**src/core/mth_pkg.sv**
```systemverilog
// constants, codes and register map of the measurement telegram handler
// Notes on behaviour
// - The request kind sits in header byte 0 as 0x00 group 0 read, 0x10 single read, 0x20 group read, 0x30 group definition, 0x40 command, 0x60 parameter read.
// - A variant without parameter reading answers type 0x60 as an unsupported type and serves nothing.
// - Type 0x00 is handled exactly like a group read of group number zero.
// - Each response repeats the type in bits 6 to 4 of byte 0, keeps bit 7 clear and carries the status nibble in bits 3 to 0.
// - Byte 3 and the user data of a request are ignored, except the member list of a group definition.
// - A single read response echoes id and data_set_index, gives the value byte count in the top nibble of byte 2 and common status in byte 3.
// - Multi-byte values go out high byte first or low byte first as the configured format selects.
// - A group definition response echoes group_number and data_set_index, reports length zero and common status in byte 3.
// - Every request and response is 16 bytes: four header bytes and twelve user data bytes.
// - On an error no user data goes out, length is zero, the status nibble holds the code and a higher code wins.
// - An invalid type answers status 0x09 and a bad data_set_index in a single or group read answers status 0x02.
package mth_pkg;
  // telegram geometry
  localparam int         TEL_BYTES  = 16;
  localparam int         HDR_BYTES  = 4;
  localparam int         DATA_BYTES = 12;
  localparam logic [3:0] LAST_BYTE  = 4'hf;
  localparam logic [3:0] DS_NONE    = 4'h0;
  // request kinds, bits 6 to 4 of byte 0
  localparam logic [2:0] TYPE_ZERO   = 3'h0;
  localparam logic [2:0] TYPE_SINGLE = 3'h1;
  localparam logic [2:0] TYPE_GROUP  = 3'h2;
  localparam logic [2:0] TYPE_SET    = 3'h3;
  localparam logic [2:0] TYPE_CMD    = 3'h4;
  localparam logic [2:0] TYPE_PARAM  = 3'h6;
  // status nibble codes
  localparam logic [3:0] ST_OK      = 4'h0;
  localparam logic [3:0] ST_DSID    = 4'h2;
  localparam logic [3:0] ST_TOOBIG  = 4'h4;
  localparam logic [3:0] ST_NOGROUP = 4'h5;
  localparam logic [3:0] ST_NOMEAS  = 4'h6;
  localparam logic [3:0] ST_BADSET  = 4'h8;
  localparam logic [3:0] ST_BADTYPE = 4'h9;
  // measurand table and groups
  localparam int         N_MEAS   = 8;
  localparam int         N_GROUPS = 4;
  localparam logic [1:0] SZ_NONE  = 2'h0;
  localparam logic [1:0] SZ_4     = 2'h3;
  // apb register offsets
  localparam logic [11:0] OFF_CTRL      = 12'h000;
  localparam logic [11:0] OFF_IRQ_ST    = 12'h004;
  localparam logic [11:0] OFF_IRQ_MASK  = 12'h008;
  localparam logic [11:0] OFF_STATE     = 12'h00c;
  localparam logic [11:0] OFF_SIZES     = 12'h010;
  localparam logic [11:0] OFF_COMMON    = 12'h014;
  localparam logic [11:0] OFF_VALUE     = 12'h020;
  localparam logic [11:0] OFF_VALUE_END = 12'h040;
  // field positions
  localparam int CTRL_LITTLE = 0;
  localparam int CTRL_PARAM  = 1;
  localparam int IRQ_DONE    = 0;
  localparam int IRQ_ERR     = 1;
  localparam int IRQ_BADTYPE = 2;
  // reset values
  localparam logic [1:0]  CTRL_RST     = 2'h0;
  localparam logic [2:0]  IRQ_MASK_RST = 3'h0;
  localparam logic [15:0] SIZES_RST    = 16'h0000;
  localparam logic [6:0]  COMMON_RST   = 7'h00;
  // sequencer states
  typedef enum logic [3:0] {
    S_RECV   = 4'b0001,
    S_EXEC   = 4'b0010,
    S_GATHER = 4'b0100,
    S_SEND   = 4'b1000
  } mth_state_t;
endpackage

```
**src/core/mth_value_bytes.sv**
```systemverilog
// orders the bytes of one measured value for the response user data
`timescale 1ns/1ns
`default_nettype none
module mth_value_bytes
  import mth_pkg::*;
(
  input  wire logic [31:0]     value,
  input  wire logic [1:0]      sizeCode,
  input  wire logic            littleEnd,
  output logic      [3:0][7:0] bytesOut,
  output logic      [2:0]      byteCount
);
  // size code 1, 2 or 3 means 1, 2 or 4 bytes; unused lanes read zero
  always_comb begin
    byteCount = (sizeCode == SZ_4) ? 3'h4 : {1'b0, sizeCode};
    for (int k = 0; k < 4; k++) begin
      if (3'(k) >= byteCount) begin
        bytesOut[k] = 8'h00;
      end else if (littleEnd) begin
        bytesOut[k] = value[8*k +: 8];
      end else begin
        bytesOut[k] = value[8*(int'(byteCount) - 1 - k) +: 8];
      end
    end
  end
endmodule
`default_nettype wire

```
**src/core/mth_telegram_handler.sv**
```systemverilog
// measurement telegram handler: apb registers, request decode and response build
//
// Local design decisions: the placing of the registers and the APB interface to the registers.
`timescale 1ns/1ns
`default_nettype none
module mth_telegram_handler
  import mth_pkg::*;
(
  input  wire logic        clk,
  input  wire logic        reset_n,
  input  wire logic        psel,
  input  wire logic        penable,
  input  wire logic        pwrite,
  input  wire logic [11:0] paddr,
  input  wire logic [31:0] pwdata,
  output logic      [31:0] prdata,
  output logic             pready,
  output logic             pslverr,
  input  wire logic        rxValid,
  input  wire logic [7:0]  rxData,
  output logic             rxReady,
  output logic             txValid,
  output logic      [7:0]  txData,
  input  wire logic        txReady,
  output logic             irq
);
  typedef struct packed {
    mth_state_t                          st;
    logic [3:0]                          cnt;
    logic [TEL_BYTES-1:0][7:0]           req;
    logic [DATA_BYTES-1:0][7:0]          data;
    logic [4:0]                          fill;
    logic [3:0]                          mIdx;
    logic [3:0]                          stat;
    logic [2:0]                          typ;
    logic [1:0]                          grp;
    logic [7:0]                          common;
    logic [N_GROUPS-1:0][DATA_BYTES-1:0][3:0] members;
    logic [N_GROUPS-1:0][3:0]            gCnt;
    logic [1:0]                          ctrl;
    logic [15:0]                         sizes;
    logic [6:0]                          commonIn;
    logic [N_MEAS-1:0][31:0]             values;
    logic [2:0]                          irqSt;
    logic [2:0]                          irqMask;
    logic [31:0]                         prdata;
    logic                                pready;
    logic                                pslverr;
    logic                                irq;
    logic                                rxReady;
    logic                                txValid;
    logic [7:0]                          txData;
  } mth_regs_t;
  localparam mth_regs_t REGS_RST = '{
    st:       S_RECV,
    rxReady:  1'b1,
    ctrl:     CTRL_RST,
    irqMask:  IRQ_MASK_RST,
    sizes:    SIZES_RST,
    commonIn: COMMON_RST,
    default:  '0
  };
  mth_regs_t r;
  mth_regs_t n;
  // size code of a measurand; ids outside the table count as absent
  function automatic logic [1:0] sizeOf(input logic [7:0] id, input logic [15:0] sz);
    logic [2:0] e;
    e = 3'(id - 8'h01);
    if (id == 8'h00 || id > 8'(N_MEAS)) begin
      return SZ_NONE;
    end
    return sz[2*e +: 2];
  endfunction
  // bytes taken by a size code
  function automatic logic [5:0] szBytes(input logic [1:0] sc);
    return (sc == SZ_4) ? 6'h04 : {4'h0, sc};
  endfunction
  // the higher status code overrides the lower one
  function automatic logic [3:0] maxStat(input logic [3:0] a, input logic [3:0] b);
    return (a > b) ? a : b;
  endfunction
  function automatic logic isValue(input logic [11:0] a);
    return a >= OFF_VALUE && a < OFF_VALUE_END;
  endfunction
  function automatic logic [2:0] valIdx(input logic [11:0] a);
    return 3'((a - OFF_VALUE) >> 2);
  endfunction
  // word-aligned known offsets only; everything else gets pslverr
  function automatic logic mapped(input logic [11:0] a);
    return a[1:0] == 2'h0 && (a == OFF_CTRL || a == OFF_IRQ_ST || a == OFF_IRQ_MASK
      || a == OFF_STATE || a == OFF_SIZES || a == OFF_COMMON || isValue(a));
  endfunction
  function automatic logic [31:0] readReg(input mth_regs_t s, input logic [11:0] a);
    if (a == OFF_CTRL) return {30'h0000_0000, s.ctrl};
    if (a == OFF_IRQ_ST) return {29'h0000_0000, s.irqSt};
    if (a == OFF_IRQ_MASK) return {29'h0000_0000, s.irqMask};
    if (a == OFF_STATE) return {21'h00_0000, s.st, s.typ, s.stat};
    if (a == OFF_SIZES) return {16'h0000, s.sizes};
    if (a == OFF_COMMON) return {25'h000_0000, s.commonIn};
    if (isValue(a)) return s.values[valIdx(a)];
    return 32'h0000_0000;
  endfunction
  // response byte i: header first, then the user data
  function automatic logic [7:0] outByte(input mth_regs_t s, input logic [3:0] i);
    if (i == 4'h0) return {1'b0, s.typ, s.stat};
    if (i == 4'h1) return s.req[1];
    if (i == 4'h2) return {s.fill[3:0], s.req[2][3:0]};
    if (i == 4'h3) return s.common;
    return s.data[i - 4'h4];
  endfunction

  // one byte-ordering path shared by single reads and group gathering
  logic [7:0]      vbId;
  logic [1:0]      vbSize;
  logic [3:0][7:0] vbBytes;
  logic [2:0]      vbCount;

  assign vbId   = (r.st == S_GATHER) ? {4'h0, r.members[r.grp][r.mIdx]} : r.req[1];
  assign vbSize = sizeOf(vbId, r.sizes);

  mth_value_bytes u_value_bytes (
    .value     (r.values[valIdx(OFF_VALUE + {2'h0, vbId - 8'h01, 2'h0})]),
    .sizeCode  (vbSize),
    .littleEnd (r.ctrl[CTRL_LITTLE]),
    .bytesOut  (vbBytes),
    .byteCount (vbCount)
  );
  // next state of the whole block
  always_comb begin
    logic [3:0] err;
    logic [7:0] gSel;
    logic [5:0] total;
    logic [3:0] cntReq;
    logic       toSend;
    logic       done;
    logic [2:0] clr;
    n      = r;
    err    = ST_OK;
    gSel   = 8'h00;
    total  = 6'h00;
    cntReq = r.req[2][7:4];
    toSend = 1'b0;
    done   = 1'b0;
    clr    = 3'h0;
    // apb: answer prepared in setup, so every access phase lasts one cycle
    n.pready = 1'b0;
    if (psel && !penable) begin
      n.pready  = 1'b1;
      n.pslverr = !mapped(paddr);
      // refused addresses read zero, unaligned ones in the value window too
      n.prdata  = mapped(paddr) ? readReg(r, paddr) : 32'h0000_0000;
    end
    if (psel && penable && r.pready && pwrite && !r.pslverr) begin
      if (paddr == OFF_CTRL) n.ctrl = pwdata[1:0];
      if (paddr == OFF_IRQ_ST) clr = pwdata[2:0];
      if (paddr == OFF_IRQ_MASK) n.irqMask = pwdata[2:0];
      if (paddr == OFF_SIZES) n.sizes = pwdata[15:0];
      if (paddr == OFF_COMMON) n.commonIn = pwdata[6:0];
      if (isValue(paddr)) n.values[valIdx(paddr)] = pwdata;
    end
    // telegram sequencer
    unique case (r.st)
      S_RECV: begin
        if (rxValid && r.rxReady) begin
          n.req[r.cnt] = rxData;
          n.cnt = r.cnt + 4'h1;
          if (r.cnt == LAST_BYTE) begin
            n.rxReady = 1'b0;
            n.st = S_EXEC;
          end
        end
      end
      S_EXEC: begin
        // bits 3 to 0 of byte 0 and byte 3 never steer anything
        n.typ    = r.req[0][6:4];
        n.fill   = 5'h00;
        n.data   = '0;
        n.mIdx   = 4'h0;
        n.common = {1'b0, r.commonIn};
        unique case (r.req[0][6:4])
          TYPE_ZERO, TYPE_GROUP: begin
            gSel = (r.req[0][6:4] == TYPE_ZERO) ? 8'h00 : r.req[1];
            if (gSel >= 8'(N_GROUPS) || r.gCnt[gSel[1:0]] == 4'h0) begin
              err = ST_NOGROUP;
            end
            if (r.req[2][3:0] == DS_NONE) begin
              err = maxStat(err, ST_DSID);
            end
            n.grp = gSel[1:0];
            if (err == ST_OK) begin
              n.st = S_GATHER;
            end else begin
              toSend = 1'b1;
            end
          end
          TYPE_SINGLE: begin
            if (r.req[2][3:0] == DS_NONE) begin
              err = ST_DSID;
            end
            if (vbSize == SZ_NONE) begin
              err = maxStat(err, ST_NOMEAS);
            end
            if (err == ST_OK) begin
              n.data[3:0] = vbBytes;
              n.fill = {2'h0, vbCount};
            end
            toSend = 1'b1;
          end
          TYPE_SET: begin
            // the member list is the only request user data that is read
            if (r.req[1] >= 8'(N_GROUPS) || cntReq == 4'h0 || cntReq > 4'(DATA_BYTES)) begin
              err = ST_BADSET;
            end
            for (int k = 0; k < DATA_BYTES; k++) begin
              if (4'(k) < cntReq) begin
                if (sizeOf(r.req[HDR_BYTES+k], r.sizes) == SZ_NONE) begin
                  err = ST_BADSET;
                end
                total = total + szBytes(sizeOf(r.req[HDR_BYTES+k], r.sizes));
              end
            end
            // a member list too large for one response is refused up front
            if (total > 6'(DATA_BYTES)) begin
              err = ST_BADSET;
            end
            if (err == ST_OK) begin
              n.gCnt[r.req[1][1:0]] = cntReq;
              for (int k = 0; k < DATA_BYTES; k++) begin
                n.members[r.req[1][1:0]][k] = (4'(k) < cntReq) ? r.req[HDR_BYTES+k][3:0] : 4'h0;
              end
            end
            toSend = 1'b1;
          end
          TYPE_CMD: begin
            toSend = 1'b1;
          end
          TYPE_PARAM: begin
            if (!r.ctrl[CTRL_PARAM]) begin
              err = ST_BADTYPE;
            end
            toSend = 1'b1;
          end
          default: begin
            err    = ST_BADTYPE;
            toSend = 1'b1;
          end
        endcase
        n.stat = err;
      end
      S_GATHER: begin
        // one member per cycle appended behind the bytes already placed
        if (vbSize == SZ_NONE) begin
          err = ST_NOMEAS;
        end else if (r.fill + {2'h0, vbCount} > 5'(DATA_BYTES)) begin
          err = ST_TOOBIG;
        end else begin
          for (int k = 0; k < 4; k++) begin
            if (3'(k) < vbCount) begin
              n.data[4'(r.fill) + 4'(k)] = vbBytes[k];
            end
          end
          n.fill = r.fill + {2'h0, vbCount};
        end
        n.mIdx = r.mIdx + 4'h1;
        if (err != ST_OK) begin
          n.data = '0;
          n.fill = 5'h00;
        end
        if (err != ST_OK || n.mIdx == r.gCnt[r.grp]) begin
          toSend = 1'b1;
        end
        n.stat = err;
      end
      S_SEND: begin
        if (r.txValid && txReady) begin
          n.cnt    = r.cnt + 4'h1;
          n.txData = outByte(r, r.cnt + 4'h1);
          if (r.cnt == LAST_BYTE) begin
            n.txValid = 1'b0;
            n.rxReady = 1'b1;
            n.st      = S_RECV;
            done      = 1'b1;
          end
        end
      end
      default: begin
        n.st      = S_RECV;
        n.cnt     = 4'h0;
        n.rxReady = 1'b1;
        n.txValid = 1'b0;
      end
    endcase
    // start of the single response for this request
    if (toSend) begin
      n.st      = S_SEND;
      n.cnt     = 4'h0;
      n.txValid = 1'b1;
      n.txData  = outByte(n, 4'h0);
    end
    // sticky events; a set in the clearing cycle survives the clear
    n.irqSt = r.irqSt & ~clr;
    n.irqSt[IRQ_DONE] = n.irqSt[IRQ_DONE] | done;
    n.irqSt[IRQ_ERR] = n.irqSt[IRQ_ERR] | (done && r.stat != ST_OK);
    n.irqSt[IRQ_BADTYPE] = n.irqSt[IRQ_BADTYPE] | (done && r.stat == ST_BADTYPE);
    n.irq = |(r.irqSt & r.irqMask);
  end
  // all state in one register
  always_ff @(posedge clk or negedge reset_n) begin
    if (!reset_n) begin
      r <= REGS_RST;
    end else begin
      r <= n;
    end
  end
  // every output straight from the register
  assign prdata  = r.prdata;
  assign pready  = r.pready;
  assign pslverr = r.pslverr;
  assign rxReady = r.rxReady;
  assign txValid = r.txValid;
  assign txData  = r.txData;
  assign irq     = r.irq;
endmodule
`default_nettype wire

```
**config.mk**
```make
export PLATFORM = sky130hd
export DESIGN_NAME = mth_telegram_handler
export DESIGN_NICKNAME = d
export VERILOG_FILES = /design/src/core/mth_pkg.sv /design/src/core/mth_value_bytes.sv /design/src/core/mth_telegram_handler.sv
export SDC_FILE = /design/constraint.sdc
export NUM_CORES = 2
export LEC_CHECK = 0
export BUFFER_PORTS_ARGS = -buffer_cell sky130_fd_sc_hd__buf_2
export CAP_MARGIN = 20
export CORE_ASPECT_RATIO = 1.1
export CORE_MARGIN = 2
export CORE_UTILIZATION = 25
export DETAILED_ROUTE_END_ITERATION = 7
export GPL_TIMING_DRIVEN = 1
export HOLD_SLACK_MARGIN = 0.05
export PLACE_DENSITY = 0.49
export SETUP_SLACK_MARGIN = 0.05
export SLEW_MARGIN = 20
export SYNTH_ARGS = -nofsm -noshare
export SYNTH_HDL_FRONTEND = slang
export SYNTH_SLANG_ARGS = --single-unit
```
**constraint.sdc**
```tcl
create_clock -name clk -period 17.1 [get_ports clk]
set_input_delay 3.42 -clock clk [delete_from_list [all_inputs] [get_ports clk]]
set_output_delay 3.42 -clock clk [all_outputs]
set_load 0.01 [all_outputs]
```
=== After elaboration in Yosys (flattened, before gate mapping) ===
Cells that the tools add are included.

* Bits in registers: 797
* Input bits: 59

* Add/subtract/negate cells: 38
* $lt $le $gt $ge: 61
* Equality and inequality tests: 48
* Shift-type cells: 17
* Muxes and demuxes: 443
* Bitwise gates (word level): 7
* Reduce and logical (&&, ||, !) cells: 103

{| class="wikitable"
|+ Operators with widths
! kind !! count
|-
| 192-bit bitwise mux || 12
|-
| 96-bit 2-to-1 mux || 13
|-
| 48-bit demux with 2-bit select || 12
|-
| 32-bit 2-to-1 mux || 24
|-
| 208-bit 2-to-1 mux || 2
|-
| 96-bit bitwise mux || 4
|-
| 101-bit 2-to-1 mux || 3
|-
| 4-bit 2-to-1 mux || 71
|-
| 256-bit bitwise mux || 1
|-
| 8-bit 2-to-1 mux || 31
|-
| 221-bit 2-to-1 mux || 1
|-
| 109-bit case mux with 2 select lines || 1
|-
| 6-bit 2-to-1 mux || 35
|-
| 16-bit by 5-bit variable part select with 2-bit output || 13
|-
| 32-bit binary-select mux with 3-bit select || 2
|-
| 8-bit demux with 4-bit select || 5
|-
| 136-bit 2-to-1 mux || 1
|-
| 2-bit 2-to-1 mux || 66
|-
| 128-bit bitwise mux || 1
|-
| 1-bit 2-to-1 mux || 111
|-
| 8-bit by 4-bit > comparator with 1-bit output, second input constant || 13
|-
| 8-bit logical NOT || 13
|-
| 48-bit binary-select mux with 2-bit select || 1
|-
| 32-bit demux with 3-bit select || 1
|-
| other kinds (93) || 280
|}

=== Longest topological paths before layout ===
* Depth after elaboration: 69
* Mapped depth: 63
* Mapped depth without buffers: 59

=== Cells and area by module ===
From an unflattened synthesis, not the netlist that was laid out.

* Cell total of the unflattened synthesis: 4300
* Area total of the unflattened synthesis: 49413.6 µm²

{| class="wikitable"
|+ Modules (own cells, without submodules)
! module !! times used !! cells an instance !! area an instance (µm²) !! seq. area each (µm²)
|-
| mth_telegram_handler || 1 || 4179 || 48182.5 || 19621.3
|-
| mth_value_bytes || 1 || 121 || 1231.2 || 0.0
|}

=== Worst setup path before layout ===
OpenSTA, ideal clock, no wires.

* Path kind: reg-to-reg
* From: register r[694] in the netlist's numbering
* To: register r[348] in the netlist's numbering
* Setup time: 0.125 ns
* Data arrival time: 12.740 ns
* Data required time: 16.975 ns
* Slack: 4.236 ns
* Cell stages (with the launch flop): 62
* Buffers on the path: 4
* Clock period less this slack: 12.864 ns
* Path through: dfrtp_1 -> buf_2 -> inv_1 -> ha_1 -> buf_4 -> mux2i_1 -> a22o_1 -> or4_1 -> a21bo_2 -> nor2_1 -> ha_1 -> inv_1 -> fa_1 -> nor2_1 -> a21oi_1 -> inv_1 -> fa_1 -> nor2_1 -> [26 not listed] -> inv_1 -> fa_1 -> nor2_1 -> or2_2 -> inv_1 -> fa_1 -> a21oi_1 -> nor2_1 -> fa_1 -> nor2b_1 -> o21bai_1 -> a2111oi_0 -> a21oi_1 -> xnor2_1 -> o2111ai_2 -> nor3_4 -> buf_6 -> mux2_2

* Word-level cells in the longest chain between the ends: 65

{| class="wikitable"
|+ Ends and longest elaborated chain
! what !! RTL line !! text
|-
| from (decl) || mth_telegram_handler.sv:63 || <nowiki>mth_regs_t r;</nowiki>
|-
| from (signal assigned) || mth_telegram_handler.sv:312 || <nowiki>r <= n;</nowiki>
|-
| 8-bit by 4-bit > comparator with 1-bit output or 8-bit logical NOT (tied branches) || mth_telegram_handler.sv:69 || <nowiki>if (id == 8'h00 || id > 8'(N_MEAS)) begin</nowiki>
|-
| 1-bit logical OR || mth_telegram_handler.sv:69 ||
|-
| 1-bit 2-to-1 mux || mth_telegram_handler.sv:69 ||
|-
| 1-bit 2-to-1 mux || mth_telegram_handler.sv:215 || <nowiki>if (4'(k) < cntReq) begin</nowiki>
|-
| 1-bit 2-to-1 mux || mth_telegram_handler.sv:180 || <nowiki>unique case (r.req[0][6:4])</nowiki>
|-
| 1-bit 2-to-1 mux || mth_telegram_handler.sv:162 || <nowiki>unique case (r.st)</nowiki>
|-
| 2-bit 2-to-1 mux || mth_telegram_handler.sv:72 || <nowiki>return sz[2*e +: 2];</nowiki>
|-
| 2-bit 2-to-1 mux || mth_telegram_handler.sv:215 ||
|-
| [49 not listed] || - ||
|-
| 6-bit 2-to-1 mux || mth_telegram_handler.sv:180 ||
|-
| 6-bit 2-to-1 mux || mth_telegram_handler.sv:162 ||
|-
| 6-bit by 4-bit > comparator with 1-bit output || mth_telegram_handler.sv:223 || <nowiki>if (total > 6'(DATA_BYTES)) begin</nowiki>
|-
| 4-bit 2-to-1 mux || mth_telegram_handler.sv:223 ||
|-
| 4-bit 2-to-1 mux || mth_telegram_handler.sv:180 ||
|-
| 4-bit 2-to-1 mux || mth_telegram_handler.sv:162 ||
|-
| 4-bit logical NOT || mth_telegram_handler.sv:226 || <nowiki>if (err == ST_OK) begin</nowiki>
|-
| 3-bit AND reduction (no source line) || - ||
|}

Several ways; a longest one is shown, not always the timed one. The select of a mux whose other input is x is not followed.
A chain may end at the register's enable or synchronous reset.

=== Final worst setup path ===
* From: register r[694] in the netlist's numbering
* To: register r[509] in the netlist's numbering

* Word-level cells in the longest chain between the ends: 65

{| class="wikitable"
|+ Ends and longest elaborated chain
! what !! RTL line
|-
| 8-bit by 4-bit > comparator with 1-bit output or 8-bit logical NOT (tied branches) || mth_telegram_handler.sv:69
|-
| 1-bit logical OR || mth_telegram_handler.sv:69
|-
| 1-bit 2-to-1 mux || mth_telegram_handler.sv:69
|-
| 1-bit 2-to-1 mux || mth_telegram_handler.sv:215
|-
| 1-bit 2-to-1 mux || mth_telegram_handler.sv:180
|-
| 1-bit 2-to-1 mux || mth_telegram_handler.sv:162
|-
| 2-bit 2-to-1 mux * || mth_telegram_handler.sv:72
|-
| 2-bit 2-to-1 mux * || mth_telegram_handler.sv:215
|-
| [49 not listed] || -
|-
| 6-bit 2-to-1 mux || mth_telegram_handler.sv:180
|-
| 6-bit 2-to-1 mux || mth_telegram_handler.sv:162
|-
| 6-bit by 4-bit > comparator with 1-bit output || mth_telegram_handler.sv:223
|-
| 4-bit 2-to-1 mux * || mth_telegram_handler.sv:223
|-
| 4-bit 2-to-1 mux * || mth_telegram_handler.sv:180
|-
| 4-bit 2-to-1 mux * || mth_telegram_handler.sv:162
|-
| 4-bit logical NOT * || mth_telegram_handler.sv:226
|-
| 3-bit AND reduction (no source line) * || -
|}

Mark *: on every way between the ends. The rest lies on a longest branch, timed or not. The select of a mux whose other input is x is not followed.

==> results.json <==
{
  "cts_tree": "built",
  "via_per_inst": 5.25,
  "cts.path.max_buffers": 3,
  "syn_inst": 4266,
  "clock-skew-final_ns": 0.0554,
  "gp_congestion": 0.910,
  "fmax_mhz": 66.7,
  "dp.final_hpwl_um": 112000,
  "outcome": "finished clean",
  "globalRouteMet3Util": 0.0269,
  "power_switching_share": 0.312,
  "crit_arrival_ns": 15.58,
  "drive_above_1_share": 0.275,
  "cts_resized": 0,
  "die-width_um": 420,
  "critPathMaxStageDelay_ns": 0.74,
  "ctsHtreeMaxLevel": 3,
  "drt_iter0_drc": 3202,
  "synth-seq-cells": 784,
  "synthArstFlopShare": 1.00,
  "use_met1": 0.214,
  "die_h_um": 462,
  "ir_drop_uv": 85.7,
  "startpoint_type": "flop",
  "fp.coreArea_um2": 190000,
  "detail_route.first_pass.iterations": 8,
  "hold_violations": 0,
  "rows": 168,
  "path_max_fanout": 39,
  "ys_types": 91,
  "cell_internal_pwr_w": 0.00360,
  "antenna_found_initial": 13,
  "dp.cells": 6678,
  "drt_wl_total_um": 162000,
  "fin_setup_tns_ns": 0,
  "fin_util": 0.284,
  "clk_pin_slew_ns": 0.06,
  "grt.busiest_layer": "met2",
  "power.switching_w": 0.00163,
  "ios": 104,
  "endpoint_kind": "flop",
  "period_share": 0.876,
  "cts_setup_buffers": 0,
  "rsz0062_at_grt": "no",
  "track_usage": 0.164,
  "worstSkewPairLatency_ns": 0.75,
  "ys.flop_type": "dfrtp_1",
  "start_util": 0.251,
  "cts_root_buf": "clkbuf_16",
  "p_clk_frac": 0.408,
  "leakagePower_nw": 23.5,
  "powerDensity_nw_per_um2": 96.9,
  "slew_headroom": 0.218,
  "grt_pass1_wl_um": 242000,
  "seq_power_share": 0.373,
  "crit_type": "reg -> reg",
  "grt_pass1_vias": 36200,
  "nNetsFinal": 4357,
  "vias": 36000,
  "tightestPinTransition_ns": 1.17,
  "synthesis.area_um2": 47700,
  "wl_per_cell_um": 23.6,
  "synthToLayoutAreaGrowth_pct": 13.1,
  "final_cells": 6853,
  "setup_viol": 0,
  "io_buffer_count": 103,
  "p_comb_frac": 0.219,
  "required_ns": 17.70,
  "hold_path_class": "reg -> reg",
  "multi_input_area_um2": 26300,
  "fill_cells": 19700,
  "syn_nets": 4400,
  "postCtsHoldBufs": 0,
  "grt_max_degree": 172,
  "drt.antenna.violating_nets": 0,
  "slew_violations": 0,
  "ff_latch_area_um2": 19600,
  "grt_use_met2": 0.270,
  "ys_warn_count": 0,
  "cap_violations": 0,
  "synth-edff-count": 0,
  "cts_sinks": 784,
  "synth_seq_area_share": 0.411,
  "drc": 0,
  "syn_area_per_cell_um2": 11.2,
  "numCtsBuffers": 91,
  "dieArea_um2": 194000,
  "period_needed_ns": 14.98,
  "slowest_stage": "nor3_4",
  "grt_overflow": 0
}
==> area by class of cell <==
cell class | count | area share
clock buffer | 128 | 0.0482
clock inverter | 39 | 0.0118
multi-input combinational | 3062 | 0.487
inverter | 100 | 0.00696
antenna | 6 | 0.000279
tap | 2550 | 0.0592
timing repair buffer | 184 | 0.0220
sequential | 784 | 0.364
==> path summary, 6_finish.rpt <==
check / endpoint / cells past startpoint / slack (ns) / startpoint
worst max-delay path: r[509] / 57 / 2.12 / r[694]
worst min-delay path: r[463] / 1 / 0.48 / r[463]
worst max register to register: r[509] / 57 / 2.12 / r[694]
worst min register to register: r[463] / 1 / 0.48 / r[463]
max in group asynchronous: r[190] / 4 / 11.80 / reset_n
min in group asynchronous: prdata[25] / 1 / 2.76 / reset_n
==> placed cells by master, fill, tap and decap left out, types with 18 or more instances in the layout <==
master,netlist,final
a2111oi_0,20,20
a211oi_1,27,26
a21oi_1,185,184
a221o_1,70,70
a221oi_1,27,27
a22o_1,32,32
a22oi_1,36,36
a31oi_1,42,42
and2_1,37,37
and3_1,18,18
buf_2,18,100
buf_4,47,79
clkbuf_1,200,19
clkbuf_16,0,91
clkbuf_8,0,18
dfrtp_1,782,778
ha_1,63,61
inv_1,97,96
mux2_1,99,99
mux2_2,530,530
mux2i_1,149,149
mux4_2,250,250
nand2_1,493,491
nand2b_1,25,23
nand3_1,50,49
nor2_1,280,276
nor2b_1,48,46
nor3_1,51,47
nor4_1,19,18
o211ai_1,30,30
o21ai_0,167,167
o21ai_1,21,21
o22ai_1,30,26
o31ai_1,23,23
xnor2_1,20,20
==> power groups by stage <==
stage               Clock [W]  Sequential (W)  Combinational [W]
floorplan                   0         0.00195           0.000824
global placement            0         0.00198            0.00114
detailed placement          0         0.00198            0.00115
CTS                   0.00219         0.00195            0.00115
global route          0.00225         0.00195            0.00125
finish                0.00213         0.00195            0.00114
==> registers in the layout, summed over array words and instances (netlist names) <==
name     flops
irq          1
prdata      32
pready       1
pslverr      1
r          739
rxReady      1
txData       8
txValid      1
==> synth_stat cells (13+ instances only) <==
master / instances / area (µm²)
dfrtp_1: 782 / 19600
mux2_2: 530 / 5970
nand2_1: 493 / 1850
nor2_1: 280 / 1050
mux4_2: 250 / 5630
clkbuf_1: 200 / 751
a21oi_1: 185 / 926
o21ai_0: 167 / 836
mux2i_1: 149 / 1490
mux2_1: 99 / 1110
inv_1: 97 / 364
a221o_1: 70 / 701
ha_1: 63 / 788
nor3_1: 51 / 255
nand3_1: 50 / 250
nor2b_1: 48 / 300
buf_4: 47 / 353
a31oi_1: 42 / 263
and2_1: 37 / 231
a22oi_1: 36 / 270
buf_1: 35 / 131
a22o_1: 32 / 280
o211ai_1: 30 / 225
o22ai_1: 30 / 188
a211oi_1: 27 / 203
a221oi_1: 27 / 236
nand2b_1: 25 / 156
o31ai_1: 23 / 173
o21ai_1: 21 / 105
a2111oi_0: 20 / 175
buf_6: 20 / 225
xnor2_1: 20 / 175
nor4_1: 19 / 119
and3_1: 18 / 113
buf_2: 18 / 90.1
o311ai_0: 16 / 140
a21o_1: 15 / 113
xor2_1: 14 / 123
or3_1: 13 / 81.3
==> per-stage QoR <==
step           setup WS [ns]  power [W]  cell area, µm²  hold slack [ns]
2_1_floorplan           4.24    0.00278           47700            0.446
3_3_place_gp            2.31    0.00312           50600            0.461
4_1_cts                 2.14    0.00528           53800            0.485
3_5_place_dp            2.17    0.00312           50600            0.471
6_report                2.12    0.00522           53900            0.479
5_1_grt                 1.02    0.00545           53900            0.501
==> kinds of logic (layout without fill, tap and decap cells) <==
| kind of cell | after synthesis | in the layout | share of synthesized area |
|---|---|---|---|
| simple gates | 1095 | 1095 | 0.103 |
| mux | 1028 | 1028 | 0.298 |
| compound gates | 825 | 825 | 0.117 |
| flops | 784 | 784 | 0.411 |
| buf+inv | 420 | 451 | 0.0404 |
| fa+ha+maj | 75 | 75 | 0.0216 |
| xor+xnor | 39 | 39 | 0.00832 |
| other cells | 0 | 6 | 0 |
==> critical path: cells and delay by family (launching register included) <==
| family | cells | cell delay [ns] |
|---|---|---|
| adder cells (fa/ha/maj) | 12 | 5.87 |
| flip-flops | 1 | 0.53 |
| AND/OR/NAND/NOR | 17 | 3.05 |
| multiplexers | 3 | 1.06 |
| AO/OA/AOI/OAI | 12 | 2.49 |
| buffers and inverters | 12 | 1.61 |
| XOR/XNOR | 1 | 0.20 |
==> per-layer routing <==
layer	wire [µm]	share of wire
met4	6370	0.039
met3	8530	0.053
met1	69400	0.43
met2	77600	0.48
met5	76	0.00047
No activity file was read; power rests on OpenSTA's default activity.
